### config.mk
export PLATFORM = sky130hd
export DESIGN_NAME = uar_responder
export DESIGN_NICKNAME = d
export VERILOG_FILES = /design/src/common/uar_pkg.sv /design/src/uar_responder.sv
export SDC_FILE = /design/constraint.sdc
export NUM_CORES = 1
export LEC_CHECK = 0
export BUFFER_PORTS_ARGS = -buffer_cell sky130_fd_sc_hd__buf_2
export CORE_AREA = 2 2 142 144
export CTS_CLUSTER_SIZE = 28
export DETAILED_ROUTE_END_ITERATION = 8
export DIE_AREA = 0 0 144 146
export GPL_TIMING_DRIVEN = 0
export PLACE_DENSITY_LB_ADDON = 0.08
export SKIP_CTS_REPAIR_TIMING = 1
export SLEW_MARGIN = 20
export SYNTH_ARGS = -nofsm -noshare
export SYNTH_HDL_FRONTEND = slang
export SYNTH_SLANG_ARGS = --single-unit
### constraint.sdc
create_clock -name clock -period 4.8 [get_ports clock]
set_input_delay 0.96 -clock clock [delete_from_list [all_inputs] [get_ports clock]]
set_output_delay 0.96 -clock clock [all_outputs]
set_load 0.01 [all_outputs]
### src/common/uar_pkg.sv
// uar_pkg: shared constants and types of the ascii serial responder
// assumes a 100 MHz system clock and a 32-bit apb register port
package uar_pkg;

    // ------------------------------------------------------------
    // serial timing
    // ------------------------------------------------------------
    localparam int unsigned CLOCK_HZ = 100_000_000;
    localparam int unsigned BAUD_BPS = 9600;
    localparam int unsigned BIT_CYCLES = (CLOCK_HZ + BAUD_BPS / 2) / BAUD_BPS;
    localparam int unsigned DATA_BITS = 8;
    localparam int unsigned BUF_DEPTH = 16;
    localparam int unsigned MSG_LEN = 4;

    // ------------------------------------------------------------
    // register map
    // ------------------------------------------------------------
    localparam logic [11:0] ADDR_CTRL = 12'h000;
    localparam logic [11:0] ADDR_STATUS = 12'h004;
    localparam logic [11:0] ADDR_DROP = 12'h008;
    localparam int CTRL_ENABLE_BIT = 0;
    localparam logic [31:0] CTRL_RESET = 32'h0000_0001;
    localparam int STAT_COUNT_LSB = 0;
    localparam int STAT_BUSY_BIT = 8;
    localparam int STAT_RXPEND_BIT = 9;
    localparam int STAT_ERRPEND_BIT = 10;
    localparam int STAT_TXPEND_BIT = 11;
    localparam logic [15:0] DROP_RESET = 16'h0000;

    // ------------------------------------------------------------
    // characters
    // ------------------------------------------------------------
    localparam logic [7:0] CH_UPPER_T = 8'h54;
    localparam logic [7:0] CH_LOWER_T = 8'h74;
    localparam logic [7:0] CH_UPPER_O = 8'h4F;
    localparam logic [7:0] CH_UPPER_K = 8'h4B;
    localparam logic [7:0] CH_LOWER_O = 8'h6F;
    localparam logic [7:0] CH_LOWER_K = 8'h6B;
    localparam logic [7:0] CH_UPPER_U = 8'h55;
    localparam logic [7:0] CH_UPPER_C = 8'h43;
    localparam logic [7:0] CH_UPPER_P = 8'h50;
    localparam logic [7:0] CH_UPPER_E = 8'h45;
    localparam logic [7:0] CH_UPPER_F = 8'h46;
    localparam logic [7:0] CH_CR = 8'h0D;
    localparam logic [7:0] CH_LF = 8'h0A;

    // reply kind held in each buffer entry
    typedef enum logic [2:0] {
        KIND_OK = 3'b000,
        KIND_OK_LOW = 3'b001,
        KIND_UNKNOWN = 3'b010,
        KIND_PARITY = 3'b011,
        KIND_FRAMING = 3'b100,
        KIND_OVERRUN = 3'b101
    } uar_kind_t;

    // apb request from the master
    typedef struct packed {
        logic psel;
        logic penable;
        logic pwrite;
        logic [11:0] paddr;
        logic [31:0] pwdata;
    } uar_apb_req_t;

endpackage

### src/uar_responder.sv
// uar_responder: serial responder answering each character with a reply
// assumes synchronous serial input and an apb master on the register port
//
// Notes on behaviour
// - eight data bits per character, both ways
// - data bits least significant first
// - even parity bit follows data, checked
// - 9600 bits per second from clock
// - received line used without inversion
// - replies queued in sixteen byte ring
// - 54H answered by 4FH 4BH 0DH 0AH
// - 74H answered by 6FH 6BH 0DH 0AH
// - other bytes answered by 55H 43H
// - parity error answered by 50H 45H
// - framing error answered by 46H 45H
// - overrun answered by 4FH 45H
// - three events drive the sequencing
// - receive events outrank transmit done
// - received byte queued only if room
// - error kind queued only if room
// - idle waits, sends when buffer non-empty
// - receive serviced while reply is sent
// - after last character recheck buffer
// - replies leave buffer oldest first
//
// Our own choices: the placing of the registers and the APB slave port.
`timescale 1ns/1ps
module uar_responder #(
    parameter int unsigned BIT_CYCLES = uar_pkg::BIT_CYCLES
) (
    input wire logic clock,
    input wire logic rst_b,
    input wire uar_pkg::uar_apb_req_t apbReq,
    output logic [31:0] prdata,
    output logic pready,
    output logic pslverr,
    input wire logic serialInPin,
    output logic serialOutPin
);
    import uar_pkg::*;

    localparam logic [15:0] BIT_LAST = 16'(BIT_CYCLES - 1);
    localparam logic [15:0] HALF_LAST = 16'(BIT_CYCLES / 2 - 1);
    localparam logic [2:0] DATA_LAST = 3'(DATA_BITS - 1);
    localparam logic [1:0] MSG_LAST = 2'(MSG_LEN - 1);
    localparam logic [4:0] BUF_FULL = 5'(BUF_DEPTH);

    typedef enum logic [2:0] {
        LN_IDLE = 3'b000,
        LN_START = 3'b001,
        LN_DATA = 3'b010,
        LN_PAR = 3'b011,
        LN_STOP = 3'b100
    } uar_line_t;

    typedef enum logic [0:0] {
        SEQ_IDLE = 1'b0,
        SEQ_SEND = 1'b1
    } uar_seq_t;

    // ------------------------------------------------------------
    // functions
    // ------------------------------------------------------------
    // reply byte for a kind and position
    function automatic logic [7:0] msgByte(input uar_kind_t kind, input logic [1:0] idx);
        logic [7:0] first;
        logic [7:0] second;
        first = CH_UPPER_U;
        second = CH_UPPER_C;
        case (kind)
            KIND_OK: begin
                first = CH_UPPER_O;
                second = CH_UPPER_K;
            end
            KIND_OK_LOW: begin
                first = CH_LOWER_O;
                second = CH_LOWER_K;
            end
            KIND_PARITY: begin
                first = CH_UPPER_P;
                second = CH_UPPER_E;
            end
            KIND_FRAMING: begin
                first = CH_UPPER_F;
                second = CH_UPPER_E;
            end
            KIND_OVERRUN: begin
                first = CH_UPPER_O;
                second = CH_UPPER_E;
            end
            default: begin
                first = CH_UPPER_U;
                second = CH_UPPER_C;
            end
        endcase
        case (idx)
            2'b00: msgByte = first;
            2'b01: msgByte = second;
            2'b10: msgByte = CH_CR;
            default: msgByte = CH_LF;
        endcase
    endfunction

    // reply kind chosen by a received character
    function automatic uar_kind_t charKind(input logic [7:0] ch);
        if (ch == CH_UPPER_T) begin
            charKind = KIND_OK;
        end else if (ch == CH_LOWER_T) begin
            charKind = KIND_OK_LOW;
        end else begin
            charKind = KIND_UNKNOWN;
        end
    endfunction

    // ------------------------------------------------------------
    // reset release
    // ------------------------------------------------------------
    logic [1:0] rstSync_reg;
    logic rstN;

    // two flops release the asynchronous reset
    always_ff @(posedge clock or negedge rst_b) begin
        if (!rst_b) begin
            rstSync_reg <= 2'b00;
        end else begin
            rstSync_reg <= {rstSync_reg[0], 1'b1};
        end
    end
    assign rstN = rstSync_reg[1];

    // ------------------------------------------------------------
    // receiver
    // ------------------------------------------------------------
    uar_line_t rxState_reg, rxState_next;
    logic [15:0] rxCnt_reg, rxCnt_next;
    logic [2:0] rxBit_reg, rxBit_next;
    logic [7:0] rxShift_reg, rxShift_next;
    logic rxPar_reg, rxPar_next;
    logic rxTick;
    logic rxDonePulse;
    logic rxErrPulse;
    uar_kind_t rxErrKind;

    assign rxTick = (rxCnt_reg == 16'h0000);
    // middle of stop bit decides done, framing or parity
    assign rxDonePulse = (rxState_reg == LN_STOP) && rxTick && serialInPin
        && !(^{rxShift_reg, rxPar_reg});
    assign rxErrPulse = (rxState_reg == LN_STOP) && rxTick && !rxDonePulse;
    assign rxErrKind = !serialInPin ? KIND_FRAMING : KIND_PARITY;

    // receive sequencing, sampled mid bit
    always_comb begin
        rxState_next = rxState_reg;
        rxCnt_next = rxTick ? BIT_LAST : rxCnt_reg - 16'h0001;
        rxBit_next = rxBit_reg;
        rxShift_next = rxShift_reg;
        rxPar_next = rxPar_reg;
        case (rxState_reg)
            LN_IDLE: begin
                rxCnt_next = HALF_LAST;
                if (!serialInPin) begin
                    rxState_next = LN_START;
                end
            end
            LN_START: begin
                if (rxTick) begin
                    rxBit_next = 3'b000;
                    rxState_next = serialInPin ? LN_IDLE : LN_DATA;
                end
            end
            LN_DATA: begin
                if (rxTick) begin
                    rxShift_next = {serialInPin, rxShift_reg[7:1]};
                    rxBit_next = rxBit_reg + 3'b001;
                    if (rxBit_reg == DATA_LAST) begin
                        rxState_next = LN_PAR;
                    end
                end
            end
            LN_PAR: begin
                if (rxTick) begin
                    rxPar_next = serialInPin;
                    rxState_next = LN_STOP;
                end
            end
            LN_STOP: begin
                if (rxTick) begin
                    rxState_next = LN_IDLE;
                end
            end
            default: rxState_next = LN_IDLE;
        endcase
    end

    always_ff @(posedge clock or negedge rstN) begin
        if (!rstN) begin
            rxState_reg <= LN_IDLE;
            rxCnt_reg <= 16'h0000;
            rxBit_reg <= 3'b000;
            rxShift_reg <= 8'h00;
            rxPar_reg <= 1'b0;
        end else begin
            rxState_reg <= rxState_next;
            rxCnt_reg <= rxCnt_next;
            rxBit_reg <= rxBit_next;
            rxShift_reg <= rxShift_next;
            rxPar_reg <= rxPar_next;
        end
    end

    // ------------------------------------------------------------
    // transmitter
    // ------------------------------------------------------------
    uar_line_t txState_reg, txState_next;
    logic [15:0] txCnt_reg, txCnt_next;
    logic [2:0] txBit_reg, txBit_next;
    logic [7:0] txShift_reg, txShift_next;
    logic txPar_reg, txPar_next;
    logic txOut_reg, txOut_next;
    logic txTick;
    logic txGo;
    logic [7:0] txByte;
    logic txDonePulse;

    assign txTick = (txCnt_reg == 16'h0000);
    assign txDonePulse = (txState_reg == LN_STOP) && txTick;

    // frame shifter, one bit per bit time
    always_comb begin
        txState_next = txState_reg;
        txCnt_next = txTick ? BIT_LAST : txCnt_reg - 16'h0001;
        txBit_next = txBit_reg;
        txShift_next = txShift_reg;
        txPar_next = txPar_reg;
        txOut_next = txOut_reg;
        case (txState_reg)
            LN_IDLE: begin
                txOut_next = 1'b1;
                txCnt_next = BIT_LAST;
                if (txGo) begin
                    txOut_next = 1'b0;
                    txShift_next = txByte;
                    txPar_next = ^txByte;
                    txBit_next = 3'b000;
                    txState_next = LN_START;
                end
            end
            LN_START: begin
                if (txTick) begin
                    txOut_next = txShift_reg[0];
                    txShift_next = {1'b0, txShift_reg[7:1]};
                    txState_next = LN_DATA;
                end
            end
            LN_DATA: begin
                if (txTick) begin
                    txBit_next = txBit_reg + 3'b001;
                    if (txBit_reg == DATA_LAST) begin
                        txOut_next = txPar_reg;
                        txState_next = LN_PAR;
                    end else begin
                        txOut_next = txShift_reg[0];
                        txShift_next = {1'b0, txShift_reg[7:1]};
                    end
                end
            end
            LN_PAR: begin
                if (txTick) begin
                    txOut_next = 1'b1;
                    txState_next = LN_STOP;
                end
            end
            LN_STOP: begin
                if (txTick) begin
                    txState_next = LN_IDLE;
                end
            end
            default: txState_next = LN_IDLE;
        endcase
    end

    always_ff @(posedge clock or negedge rstN) begin
        if (!rstN) begin
            txState_reg <= LN_IDLE;
            txCnt_reg <= 16'h0000;
            txBit_reg <= 3'b000;
            txShift_reg <= 8'h00;
            txPar_reg <= 1'b0;
            txOut_reg <= 1'b1;
        end else begin
            txState_reg <= txState_next;
            txCnt_reg <= txCnt_next;
            txBit_reg <= txBit_next;
            txShift_reg <= txShift_next;
            txPar_reg <= txPar_next;
            txOut_reg <= txOut_next;
        end
    end
    assign serialOutPin = txOut_reg;

    // ------------------------------------------------------------
    // events and their service
    // ------------------------------------------------------------
    logic [31:0] ctrl_reg;
    logic enable;
    logic rxPend_reg, errPend_reg, txPend_reg;
    logic [7:0] rxData_reg;
    uar_kind_t errKind_reg;
    logic svcRx, svcErr, svcTx;
    logic overrunHit;
    logic bufFull, bufEmpty;
    logic push, pop, dropHit;
    uar_kind_t pushKind;
    uar_seq_t seqState_reg;

    assign enable = ctrl_reg[CTRL_ENABLE_BIT];
    // receive events first, transmit done lowest, one per cycle
    assign svcRx = enable && rxPend_reg;
    assign svcErr = enable && errPend_reg && !rxPend_reg;
    assign svcTx = enable && txPend_reg && !rxPend_reg && !errPend_reg
        && (seqState_reg == SEQ_SEND);
    // new character while the previous one is still unserviced
    assign overrunHit = rxDonePulse && rxPend_reg && !svcRx;
    assign pushKind = svcRx ? charKind(rxData_reg) : errKind_reg;
    assign push = (svcRx || svcErr) && !bufFull;
    assign dropHit = (svcRx || svcErr) && bufFull;

    // flags: a new event wins over the clear of the same cycle
    always_ff @(posedge clock or negedge rstN) begin
        if (!rstN) begin
            rxPend_reg <= 1'b0;
            errPend_reg <= 1'b0;
            txPend_reg <= 1'b0;
            rxData_reg <= 8'h00;
            errKind_reg <= KIND_UNKNOWN;
        end else begin
            rxPend_reg <= (rxPend_reg && !svcRx) || rxDonePulse;
            errPend_reg <= (errPend_reg && !svcErr) || rxErrPulse || overrunHit;
            txPend_reg <= (txPend_reg && !svcTx) || txDonePulse;
            if (rxDonePulse) begin
                rxData_reg <= rxShift_reg;
            end
            if (overrunHit) begin
                errKind_reg <= KIND_OVERRUN;
            end else if (rxErrPulse) begin
                errKind_reg <= rxErrKind;
            end
        end
    end

    // ------------------------------------------------------------
    // reply ring buffer
    // ------------------------------------------------------------
    logic [7:0] ring [BUF_DEPTH];
    logic [3:0] wrPtr_reg, rdPtr_reg;
    logic [4:0] count_reg;
    uar_kind_t headKind;

    assign bufFull = (count_reg == BUF_FULL);
    assign bufEmpty = (count_reg == 5'h00);
    assign headKind = uar_kind_t'(ring[rdPtr_reg][2:0]);

    // storage has no reset; only written entries are ever read
    always_ff @(posedge clock) begin
        if (push) begin
            ring[wrPtr_reg] <= {5'h00, pushKind};
        end
    end

    // pointers wrap at sixteen, oldest entry leaves first
    always_ff @(posedge clock or negedge rstN) begin
        if (!rstN) begin
            wrPtr_reg <= 4'h0;
            rdPtr_reg <= 4'h0;
            count_reg <= 5'h00;
        end else begin
            wrPtr_reg <= wrPtr_reg + {3'b000, push};
            rdPtr_reg <= rdPtr_reg + {3'b000, pop};
            count_reg <= count_reg + {4'h0, push} - {4'h0, pop};
        end
    end

    // ------------------------------------------------------------
    // reply sequencer
    // ------------------------------------------------------------
    uar_kind_t kind_reg;
    logic [1:0] idx_reg;
    logic lastChar;

    assign pop = enable && (seqState_reg == SEQ_IDLE) && !bufEmpty;
    assign lastChar = (idx_reg == MSG_LAST);
    // first byte on pop, later bytes on each transmit done
    assign txGo = pop || (svcTx && !lastChar);
    assign txByte = pop ? msgByte(headKind, 2'b00) : msgByte(kind_reg, idx_reg + 2'b01);

    always_ff @(posedge clock or negedge rstN) begin
        if (!rstN) begin
            seqState_reg <= SEQ_IDLE;
            kind_reg <= KIND_UNKNOWN;
            idx_reg <= 2'b00;
        end else begin
            case (seqState_reg)
                SEQ_IDLE: begin
                    if (pop) begin
                        kind_reg <= headKind;
                        idx_reg <= 2'b00;
                        seqState_reg <= SEQ_SEND;
                    end
                end
                SEQ_SEND: begin
                    if (svcTx) begin
                        idx_reg <= idx_reg + 2'b01;
                        if (lastChar) begin
                            seqState_reg <= SEQ_IDLE;
                        end
                    end
                end
                default: seqState_reg <= SEQ_IDLE;
            endcase
        end
    end

    // ------------------------------------------------------------
    // apb registers
    // ------------------------------------------------------------
    logic [15:0] drop_reg;
    logic [31:0] prdata_reg;
    logic [31:0] statusWord;
    logic [31:0] readWord;
    logic setup, access, hitCtrl, hitStatus, hitDrop, hitAny;

    assign setup = apbReq.psel && !apbReq.penable;
    assign access = apbReq.psel && apbReq.penable;
    assign hitCtrl = (apbReq.paddr == ADDR_CTRL);
    assign hitStatus = (apbReq.paddr == ADDR_STATUS);
    assign hitDrop = (apbReq.paddr == ADDR_DROP);
    assign hitAny = hitCtrl || hitStatus || hitDrop;

    // live state as seen by software
    always_comb begin
        statusWord = 32'h0000_0000;
        statusWord[STAT_COUNT_LSB +: 5] = count_reg;
        statusWord[STAT_BUSY_BIT] = (seqState_reg == SEQ_SEND);
        statusWord[STAT_RXPEND_BIT] = rxPend_reg;
        statusWord[STAT_ERRPEND_BIT] = errPend_reg;
        statusWord[STAT_TXPEND_BIT] = txPend_reg;
    end

    assign readWord = hitCtrl ? ctrl_reg
        : hitStatus ? statusWord
        : hitDrop ? {16'h0000, drop_reg}
        : 32'h0000_0000;

    // read data caught in setup, control written in access
    always_ff @(posedge clock or negedge rstN) begin
        if (!rstN) begin
            ctrl_reg <= CTRL_RESET;
            drop_reg <= DROP_RESET;
            prdata_reg <= 32'h0000_0000;
        end else begin
            if (setup) begin
                prdata_reg <= readWord;
            end
            if (access && apbReq.pwrite && hitCtrl) begin
                ctrl_reg <= {31'h0000_0000, apbReq.pwdata[CTRL_ENABLE_BIT]};
            end
            if (dropHit && (drop_reg != 16'hFFFF)) begin
                drop_reg <= drop_reg + 16'h0001;
            end
        end
    end

    assign prdata = prdata_reg;
    assign pready = 1'b1;
    assign pslverr = access && !hitAny;

endmodule

==> results.md, run 1 <==
* Top-Level Pins at between 80 and 90
* Predominant post-synthesis flop cell: dfrtp_1
* CTS buffer count at 17
* Routed Antenna Nets at 0
* Post-synth EDFFs at 48
* Setup_tns at 0 ns
* Period utilization at between 60% and 70%
* Worst Reg2Reg Path Length in Cells at 16
* Wire per inst at between 15 and 20 µm
* Clock Tree Buf Depth at 2
* Fill count at about 1,800
* Global-route wire length before repair at about 30 mm
* Port Buffer Count at 36
* Max IR drop VDD at 232 µV
* Placed Area at between 9000 and 10,000 µm²
* CP Capture Type: register
* Crit Path Class: register to register
* Initial core utilization at 44.6%
* Antenna violations before repair at 0
* Die Ht at 146 µm
* Fmax at between 300 and 400 MHz
* PwrDens at ~340 nW/µm²
* Reg area at roughly 4700 µm²
* DP HPWL at about 13 mm
* Via density at 5.24
* Asr flop ratio synth at about three quarters
* Layout Skew at between 0.01 and 0.015 ns
* Worst-Margin Slew at about 0.87 ns
* Max reg flops at 48
* Syn Area/Cell at 11.4 µm²
* Max Transition Viols Final at 0
* Final Hold Vio Count at 0
* Total number of vias at between 5,000 and 6,000
* Unrepaired setup endpoints after global routing: no
* CP max FO at 9
* Initial DRC count at 341
* CTS root buf: clkbuf_16
* Syn Std Cell Area at ~8600 µm²
* CTS Sinks at 178
* Final Setup Violations at 0
* Slew HR at a little over two fifths
* Synth Register Bits at between 150 and 200
* CP Data Required Time at between 5 and 6 ns
* Worst path arrival time at around 3.5 ns
* Max-cap violation count at 0
* Finished Cell Area at ~10000 µm²
* Final core occ at approximately half
* Synth warn at 0
* Syn-to-layout area delta at 14.1%
* Worst-path clk slew at approximately 0.07 ns
* # rows at 51
* Footprint of the multi-input gates at approximately 3600 µm²
* Core Box Area at around 19,000 µm²
* GRT Overall Usage at 17.9%
* Gr ovfl total at 0
* PnR worst setup slack at ~1.6 ns
* CTS tree: built
* Worst min path class: register to async pin
* Total wire length at about 17 mm
* Ratio of cells with drive above 1 in the final layout at 16.6%
* Largest net degree at the start of global routing at 55
* Outcome: finished, final reports clean
* DIE AREA at ~21,000 µm²
* Drt drc at 0
* Layout Nets at roughly 900
* Post-Syn Instances at around 760
* CTS H-tree depth at 4
* Final Power at around 3.4 mW
* Startpoint Class: register
* Distinct cells, synth at 78
* Latest clock arrival within the worst-skew pair at about 0.43 ns
* Pleak at between 4 and 5 nW
* Top reg by flops: ring
* Gp weighted congestion at 0.794
* Diode count at 0
* Number of global-route vias before repair at 5,986
* Seq/Total Area, Yosys at ~54%
* 1st-pass router iterations at 6
* Final min period at 3.16 ns
* Worst slack at placement at between 1.5 and 2 ns
* Die X at roughly 140 µm
## stage by stage
step,cells,hold slack (ns)
4_1_cts,1106,0.277
5_1_grt,1106,0.269
6_report,1106,0.283
2_1_floorplan,771,0.331
3_5_place_dp,1074,0.288
3_3_place_gp,1072,0.339
## path summary, 6_finish.rpt
kind                       slack [ns]      startpoint             end
setup / recovery                 1.64    count_reg[3]    count_reg[4]
hold / removal                   0.28  rstSync_reg[1]    drop_reg[15]
setup reg to reg                 1.64    count_reg[3]    count_reg[4]
hold reg to reg                  0.28  rstSync_reg[1]    drop_reg[15]
max in group asynchronous        3.83  rstSync_reg[1]     kind_reg[1]
min in group clock               0.36  rstSync_reg[0]  rstSync_reg[1]
## cells by family (layout without fill, tap and decap cells)
| group | Yosys count | after routing | share of synthesized area [%] |
|---|---|---|---|
| fa+ha+maj | 24 | 24 | 3.57 |
| flops | 178 | 178 | 54.4 |
| mux | 41 | 41 | 5.91 |
| compound gates | 137 | 137 | 11.4 |
| buf+inv | 70 | 140 | 4.19 |
| xor+xnor | 57 | 57 | 5.78 |
| simple gates | 246 | 246 | 14.7 |
| other cells | 2 | 18 | 0.0870 |
## cells in the final DEF (no fill, tap or decap), types with 10 or more instances in the layout
cell type    n
buf_2       37
nor2_1      71
a22o_1      21
mux2_2      20
xnor2_1     41
a22oi_1     11
buf_4       17
conb_1      18
o31ai_1     10
o21ai_0     26
edfxtp_1    48
nand3_1     17
ha_1        23
clkbuf_1    23
nand2_1     65
a21oi_1     19
clkbuf_16   17
nor3_1      17
xor2_1      16
mux2i_1     15
inv_1       22
dfrtp_1    125
nand2b_1    10
## Yosys cell counts, types with 7 or more instances
library cell / number / area [µm²]
o31ai_1: 10 / 75.1
inv_1: 22 / 82.6
mux2_2: 20 / 225
a221oi_1: 7 / 61.3
nor3_1: 17 / 85.1
o21ai_0: 26 / 130
dfrtp_1: 126 / 3150
nor2_1: 71 / 267
or3_1: 7 / 43.8
nor2b_1: 7 / 43.8
xnor2_1: 41 / 359
clkbuf_1: 23 / 86.3
nand2_1: 65 / 244
a21oi_1: 20 / 100
a22o_1: 21 / 184
buf_4: 17 / 128
mux2i_1: 15 / 150
nand3_1: 17 / 85.1
edfxtp_1: 48 / 1440
ha_1: 23 / 288
xor2_1: 16 / 140
nand2b_1: 10 / 62.6
a22oi_1: 11 / 82.6
## per-layer routing
layer / wire length (µm) / track usage (%)
met5: 0 / 0
met3: 436 / 3.36
met4: 225 / 5.15
met2: 8450 / 28.9
met1: 8380 / 24.8
## where the power goes
group	internal, mW	total, mW	leakage, nW	switching (mW)
sequential	1.63	1.73	2.02	0.104
combinational	0.138	0.285	1.88	0.148
clock	0.700	1.36	0.293	0.662
## final cells by class
class | count | area share, %
Clock buffer | 17 | 4.32
Timing Repair Buffer | 38 | 2.39
Buffer | 46 | 2.76
Inverter | 24 | 0.914
Tap cell | 265 | 3.37
Multi-Input combinational cell | 523 | 36.9
Sequential cell | 178 | 47.7
Clock inverter | 15 | 1.64
## critical path: stages, from the launching register on
cell and delay, ns:
dfrtp_1 0.41, inv_1 0.10, ha_1 0.20, nor4b_1 0.28, or3_1 0.17, buf_6 0.13
clkinv_1 0.29, ha_1 0.38, inv_1 0.06, ha_1 0.16, inv_1 0.06, fa_1 0.40
inv_1 0.09, a21oi_1 0.06, nor2_1 0.09, nor2_1 0.06, xnor2_1 0.11
No activity file was read; power rests on OpenSTA's default activity.
==> inputs of run 2 (changes only) <==
- ABC_AREA: default -> 1
- CORE_AREA: 2 2 142 144 -> 2 2 145 147
- DIE_AREA: 0 0 144 146 -> 0 0 147 149
- clock period: 4.8 -> 3.2 ns (I/O delays scaled with it)
==> results.md, run 2 <==
* Clk network pwr share at 37.3% (was 40.3%)
* Final min period at approximately 2.9 ns
* R2r endpoint: count_reg[4] (unchanged)
* CTS buffer count at 17 (unchanged)
* DIE AREA at 21,900 µm² (was 21,000 µm²)
* Most frequent cells in the layout: 229 x nand2_1, 128 x nor2_1, 125 x dfrtp_1, 122 x inv_1, 57 x nand3_1 (was 125 x dfrtp_1, 71 x nor2_1, 65 x nand2_1, 48 x edfxtp_1, 41 x xnor2_1)
* Syn Area/Cell at 8.75 µm² (was 11.4 µm²)
* Gp weighted congestion at 0.848 (was 0.794)
* Seq/Total Area, Yosys at 51.8% (was 54.4%)
* Crit Path Class: input port to primary output (was register to register)
* # rows at 53 (was 51)
* PnR worst setup slack at 0.271 ns (was 1.64 ns)
* Reg-to-Reg Start: count_reg[3] (unchanged)
* Syn-to-layout area delta at 14.3% (was 14.1%)
* Top reg by flops: ring (unchanged)
* CTS tree: built (unchanged)
* Yosys top cell by area: dfrtp_1 (unchanged)
* Placed Area at 9720 µm² (was 9270 µm²)
* Ratio of cells with drive above 1 in the final layout at 14.3% (was 16.6%)
* Asr flop ratio synth at 73.0% (unchanged)
* Fill count at 1,994 (was 1,750)
* Total number of vias at 6,628 (was 5,795)
* Post-synth top area share at 34.8% (was 36.5%)
* Top-count cell post-synth: nand2_1 (was dfrtp_1)
* Post-placement cell count at 1,366 (was 1,074)
* Slowest CP cell: or4_1 (was dfrtp_1)
* CP max FO at 10 (was 9)
* Slew HR at 30.9% (was 41.8%)
* CTS H-tree depth at 4 (unchanged)
* Pleak at 4.91 nW (was 4.20 nW)
* Worst path arrival time at 2.29 ns (was 3.48 ns)
* Drt drc at 0 (unchanged)
* PwrDens at 564 nW/µm² (was 343 nW/µm²)
* CP Data Required Time at 2.56 ns (was 5.12 ns)
* Sw Pwr at 1.80 mW (was 0.914 mW)
* Sequential power share at 44.6% (was 51.3%)
* Top-Level Pins at 85 (unchanged)
* Antenna violations before repair at 0 (unchanged)
* Period utilization at 91.5%
* 1st-pass router iterations at 4 (was 6)
* Final Setup Violations at 0 (unchanged)
* Die Ht at 149 µm (was 146 µm)
* Worst path cell trace: buf_2 -> or4_1 -> nor2_1 -> nand2_1 -> clkbuf_1 -> nand3_1 -> nor2_1 -> buf_2 (was inv_1 -> ha_1 -> nor4b_1 -> or3_1 -> buf_6 -> clkinv_1 -> ha_1 -> inv_1 -> ha_1 -> inv_1 -> fa_1 -> inv_1 -> a21oi_1 -> nor2_1 -> nor2_1 -> xnor2_1)
* Gr ovfl total at 0 (unchanged)
* Layout Nets at 1,185 (was 902)
* CTS root buf: clkbuf_16 (unchanged)
* R2R Setup Slk at 0.56 ns (was 1.64 ns)
* Max IR drop VDD at 331 µV (was 232 µV)
* Post-Syn Instances at 1,036 (was 755)
* Combinational power share at 18.0% (was 8.4%)
* Clock Tree Buf Depth at 2 (unchanged)
* Diode count at 0 (unchanged)
* Most common library cell in the layout ignoring fill and taps: nand2_1 (was dfrtp_1)
* Synth cell count leaders: 229 x nand2_1, 128 x nor2_1, 126 x dfrtp_1 (was 126 x dfrtp_1, 71 x nor2_1, 65 x nand2_1)
* Unrepaired setup endpoints after global routing: no (unchanged)
* Worst slack at placement at 0.265 ns (was 1.61 ns)
* Total wire length at 18.2 mm (was 17.5 mm)
* Via density at 4.74 (was 5.24)
* CP Capture Type: primary output (was register)
* Wire per inst at 13.0 µm (was 15.8 µm)
* Finished Cell Area at 10,400 µm² (was 9850 µm²)
* Worst min path class: register to async pin (unchanged)
* Predominant post-synthesis flop cell: dfrtp_1 (unchanged)
* Setup_tns at 0 ns (unchanged)
* Worst-path clk slew at 0.07 ns (about the same)
* Core Box Area at 20,600 µm² (was 19,300 µm²)
* Die X at 147 µm (was 144 µm)
* Distinct cells, synth at 59 (was 78)
* Max reg flops at 48 (unchanged)
* Initial core utilization at 44.1% (was 44.6%)
* Layout Skew at 0.0112 ns (was 0.0105 ns)
* Syn Std Cell Area at 9060 µm² (was 8630 µm²)
* Final Hold Vio Count at 0 (unchanged)
* Synth warn at 0 (unchanged)
* Outcome: finished, final reports clean (unchanged)
* Final Non-Filler Cells at 1,399 (was 1,106)
* Pint at 4.04 mW (was 2.47 mW)
* Latest clock arrival within the worst-skew pair at 0.43 ns (about the same)
* Worst stage delay on the critical path at 0.53 ns (was 0.41 ns)
* Number of global-route vias before repair at 6,398 (was 5,986)
* Routed Antenna Nets at 0 (unchanged)
* Max Transition Viols Final at 0 (unchanged)
* Synth Register Bits at 178 (unchanged)
* Startpoint Class: input port (was register)
* CTS Sinks at 178 (unchanged)
* Synth top area cells: dfrtp_1 35%, edfxtp_1 16%, nand2_1 9.5% (was dfrtp_1 37%, edfxtp_1 17%, xnor2_1 4.2%)
* Worst-Margin Slew at 1.03 ns (was 0.870 ns)
* DP HPWL at 13.2 mm (was 12.7 mm)
* Post-synth EDFFs at 48 (unchanged)
* Initial DRC count at 320 (was 341)
* Fmax at roughly 340 MHz
* Worst Reg2Reg Path Length in Cells at 12 (was 16)
* Global-route wire length before repair at 31.1 mm (was 30.0 mm)
* Max-cap violation count at 0 (unchanged)
* Port Buffer Count at 36 (unchanged)
* Sw Ratio at 30.8% (was 27.0%)
* Largest net degree at the start of global routing at 53 (was 55)
* GRT Overall Usage at 17.8% (was 17.9%)
==> run 2: cell types whose count changed in the layout (fill, tap and decap cells not counted), sizes merged, moves of 15 or more <==
cell    change
nand3      +41
o21ai      +48
xnor2      -27
nand2     +172
mux2       -19
nor2       +64
clkbuf     -16
mux2i      -15
a22o       -20
inv       +114
==> run 2: logic make-up after synthesis <==
group	synth area share, %
xor gates and xnor gates	3.95
other	0.0829
buffers and inverters	8.34
adders and majority gates	3.40
DFF	51.8
muxes	0.124
AOI/OAI and AO/OA	8.23
and+or+nand+nor	24.0
==> run 2: metal layers <==
| metal | vias to the layer above | GRT usage, % | routed length, µm |
|---|---|---|---|
| met1 | 3079 | 25.0 | 9140 |
| met5 | - | 0 | 0 |
| met2 | 63 | 28.3 | 8460 |
| li1 | 3473 | - | - |
| met3 | 13 | 3.33 | 405 |
| met4 | 0 | 4.90 | 215 |
==> run 2: area by class of cell <==
type                            count  area, µm²  area share (%)
Buffer                             32        225            2.17
Inverter                          141        531            5.12
Multi-Input combinational cell    701       3670            35.5
Clock buffer                       19        464            4.48
Tap cell                          275        344            3.32
Timing Repair Buffer               40        256            2.48
Sequential cell                   178       4700            45.4
Clock inverter                     13        158            1.52
==> run 2: worst max-delay path: cells and delay by family <==
kind          cells  cell delay, ns
simple gates      5            1.15
buf+inv           3            0.49
==> run 2: worst max path at each step <==
stage / cells past startpoint / startpoint / to
5_1_grt: 8 / apbReq[41] / pslverr
3_5_place_dp: 8 / apbReq[37] / pslverr
3_3_place_gp: 0 / rstSync_reg[1] / rdPtr_reg[2]
2_1_floorplan: 6 / apbReq[41] / pslverr
6_report: 8 / apbReq[41] / pslverr
4_1_cts: 8 / apbReq[37] / pslverr
==> run 2: power by group through the flow <==
stage                     logic (mW)  clock network [mW]  registers (mW)
final                           1.05                2.18            2.60
after global routing            1.22                2.33            2.63
after CTS                       1.07                2.24            2.60
after detailed placement        1.07                   0            2.65
after global placement          1.03                   0            2.67
after floorplan                0.806                   0            2.64
==> run 2: stage by stage <==
step / power [mW] / hold WS, ns / utilization, %
finish: 5.84 / 0.306 / 50.4
detailed placement: 3.71 / 0.322 / 47.3
CTS: 5.92 / -0.0526 / 50.3
floorplan: 3.45 / 0.331 / -
global placement: 3.70 / 0.345 / 46.9
global route: 6.19 / 0.369 / 50.4
==> inputs of run 3 (changes only) <==
- CORE_AREA: 2 2 145 147 -> 2 2 123 173
- DIE_AREA: 0 0 147 149 -> 0 0 125 175
==> results.md, run 3 (synthesis gave the netlist of run 2 again) <==
* Final min period at 3.03 ns (was 2.93 ns)
* Clock Tree Buf Depth at 2 (unchanged)
* CP startpoint: apbReq[41] (unchanged)
* Unrepaired setup endpoints after global routing: no (unchanged)
* Latest clock arrival within the worst-skew pair at 0.43 ns (about the same)
* Layout Skew at 0.00755 ns (was 0.0112 ns)
* Post-placement cell count at 1,347 (was 1,366)
* Final Non-Filler Cells at 1,380 (was 1,399)
* Combinational power share at 18.9% (was 18.0%)
* Top-Level Pins at 85 (unchanged)
* Placed Area at 9700 µm² (was 9720 µm²)
* Sequential power share at 46.1% (was 44.6%)
* Core Box Area at 20,300 µm² (was 20,600 µm²)
* Final Hold Vio Count at 0 (unchanged)
* Reg-to-Reg Start: count_reg[3] (unchanged)
* Worst path cell trace: buf_2 -> or4_1 -> nor2_1 -> nand2_1 -> clkbuf_2 -> nand3_1 -> nor2_1 -> buf_2 (was buf_2 -> or4_1 -> nor2_1 -> nand2_1 -> clkbuf_1 -> nand3_1 -> nor2_1 -> buf_2)
* Routed Antenna Nets at 0 (unchanged)
* CP endpoint: pslverr (unchanged)
* CTS tree: built (unchanged)
* Max reg flops at 48 (unchanged)
* Die Ht at 175 µm (was 149 µm)
* Pleak at 4.88 nW (was 4.91 nW)
* CTS buffer count at 17 (unchanged)
* Layout Nets at 1,185 (unchanged)
* Worst stage delay on the critical path at 0.53 ns (about the same)
* DP HPWL at 14.0 mm (was 13.2 mm)
* Startpoint Class: input port (unchanged)
* Clk network pwr share at 35.0% (was 37.3%)
* Via density at 4.91 (was 4.74)
* R2R Setup Slk at 0.55 ns (was 0.56 ns)
* Worst min path class: register to async pin (unchanged)
* Top reg by flops: ring (unchanged)
* CTS Sinks at 178 (unchanged)
* Finished Cell Area at 10,300 µm² (was 10,400 µm²)
* Setup_tns at 0 ns (unchanged)
* Wire per inst at 13.8 µm (was 13.0 µm)
* Final Setup Violations at 0 (unchanged)
* Most frequent cells in the layout: 229 x nand2_1, 128 x nor2_1, 125 x dfrtp_1, 122 x inv_1, 57 x nand3_1 (unchanged)
* Port Buffer Count at 36 (unchanged)
* Worst slack at placement at 0.0880 ns (was 0.265 ns)
* Initial core utilization at 44.6% (was 44.1%)
* Worst Reg2Reg Path Length in Cells at 12 (unchanged)
* PnR worst setup slack at 0.175 ns (was 0.271 ns)
* CP max FO at 10 (unchanged)
* GRT Overall Usage at 18.3% (was 17.8%)
* R2r endpoint: count_reg[4] (unchanged)
* Total number of vias at 6,770 (was 6,628)
* Sw Ratio at 30.2% (was 30.8%)
* CTS root buf: clkbuf_16 (unchanged)
* Global-route wire length before repair at 32.2 mm (was 31.1 mm)
* Worst-Margin Slew at 1.00 ns (was 1.03 ns)
* Max-cap violation count at 0 (unchanged)
* Antenna violations before repair at 0 (unchanged)
* CP Data Required Time at 2.56 ns (about the same)
* CP Capture Type: primary output (unchanged)
* Hold_ws at 0.291 ns (was 0.306 ns)
* Gp weighted congestion at 0.798 (was 0.848)
* 1st-pass router iterations at 6 (was 4)
* Max Transition Viols Final at 0 (unchanged)
* CTS H-tree depth at 4 (unchanged)
* Syn-to-layout area delta at 13.3% (was 14.3%)
* Number of global-route vias before repair at 6,705 (was 6,398)
* Total wire length at 19.0 mm (was 18.2 mm)
* Drt drc at 0 (unchanged)
* Final core occ at 50.5% (was 50.4%)
* Pint at 3.94 mW (was 4.04 mW)
* Max IR drop VDD at 370 µV (was 331 µV)
* Crit Path Class: input port to primary output (unchanged)
* Slowest CP cell: or4_1 (unchanged)
* DIE AREA at 21,900 µm² (about the same)
* Slew HR at 32.8% (was 30.9%)
* Gr ovfl total at 0 (unchanged)
* # rows at 62 (was 53)
* Initial DRC count at 343 (was 320)
* Period utilization at 94.5% (was 91.5%)
* Largest net degree at the start of global routing at 49 (was 53)
* Fmax at 331 MHz (was 341 MHz)
* Die X at 125 µm (was 147 µm)
* Diode count at 0 (unchanged)
* Ratio of cells with drive above 1 in the final layout at 14.2% (was 14.3%)
* Outcome: finished, final reports clean (unchanged)
* Sw Pwr at 1.71 mW (was 1.80 mW)
* PwrDens at 550 nW/µm² (was 564 nW/µm²)
* Worst path arrival time at 2.39 ns (was 2.29 ns)
* Most common library cell in the layout ignoring fill and taps: nand2_1 (unchanged)
* Worst-path clk slew at 0.06 ns (was 0.07 ns)
* Final Power at 5.65 mW (was 5.84 mW)
==> run 3: changes by cell type in the layout (fill, tap and decap cells not counted), moves of 2 or more <==
cell        previous run  this run
inv_8                  3         0
inv_6                  5         2
clkinv_8               2         0
clkinv_2               1         3
clkinvlp_4             0         3
==> run 3: cell type report <==
| type | count | area [µm²] |
|---|---|---|
| Sequential cell | 178 | 4700 |
| Buffer | 32 | 226 |
| Clock inverter | 10 | 76.3 |
| Multi-Input combinational cell | 701 | 3670 |
| Inverter | 141 | 531 |
| Clock buffer | 22 | 485 |
| Timing Repair Buffer | 40 | 256 |
| Fill cell | 1979 | 10100 |
| Tap cell | 256 | 320 |
==> run 3: layer usage <==
| metal | part of all wire (%) | wire length, µm | track usage [%] | vias up |
|---|---|---|---|---|
| met1 | 44 | 8360 | 22.3 | 3167 |
| met2 | 51 | 9630 | 32.3 | 110 |
| met5 | 0 | 0 | 0 | - |
| li1 | - | - | - | 3467 |
| met3 | 3.2 | 600 | 3.49 | 26 |
| met4 | 2.0 | 380 | 6.30 | 0 |
==> run 3: power groups by stage <==
stage               Combinational [mW]  Sequential [mW]  Clock, mW
CTS                               1.08             2.61       2.03
floorplan                        0.806             2.64          0
detailed placement                1.07             2.65          0
global placement                  1.03             2.67          0
finish                            1.07             2.60       1.98
global route                      1.23             2.63       2.12
==> run 3: worst min path at each step <==
stage	from	slack, ns	end
global placement	rstSync_reg[0]	0.34	rstSync_reg[1]
floorplan	rstSync_reg[0]	0.33	rstSync_reg[1]
global route	rstSync_reg[1]	0.35	prdata[13]
detailed placement	rstSync_reg[1]	0.31	drop_reg[13]
finish	rstSync_reg[1]	0.29	drop_reg[13]
CTS	rst_b	-0.04	rstSync_reg[1]
==> run 3: critical path, delay by kind of cell <==
kind	cells	cell delay, ns
buffers and inverters	3	0.49
and+or+nand+nor	5	1.25
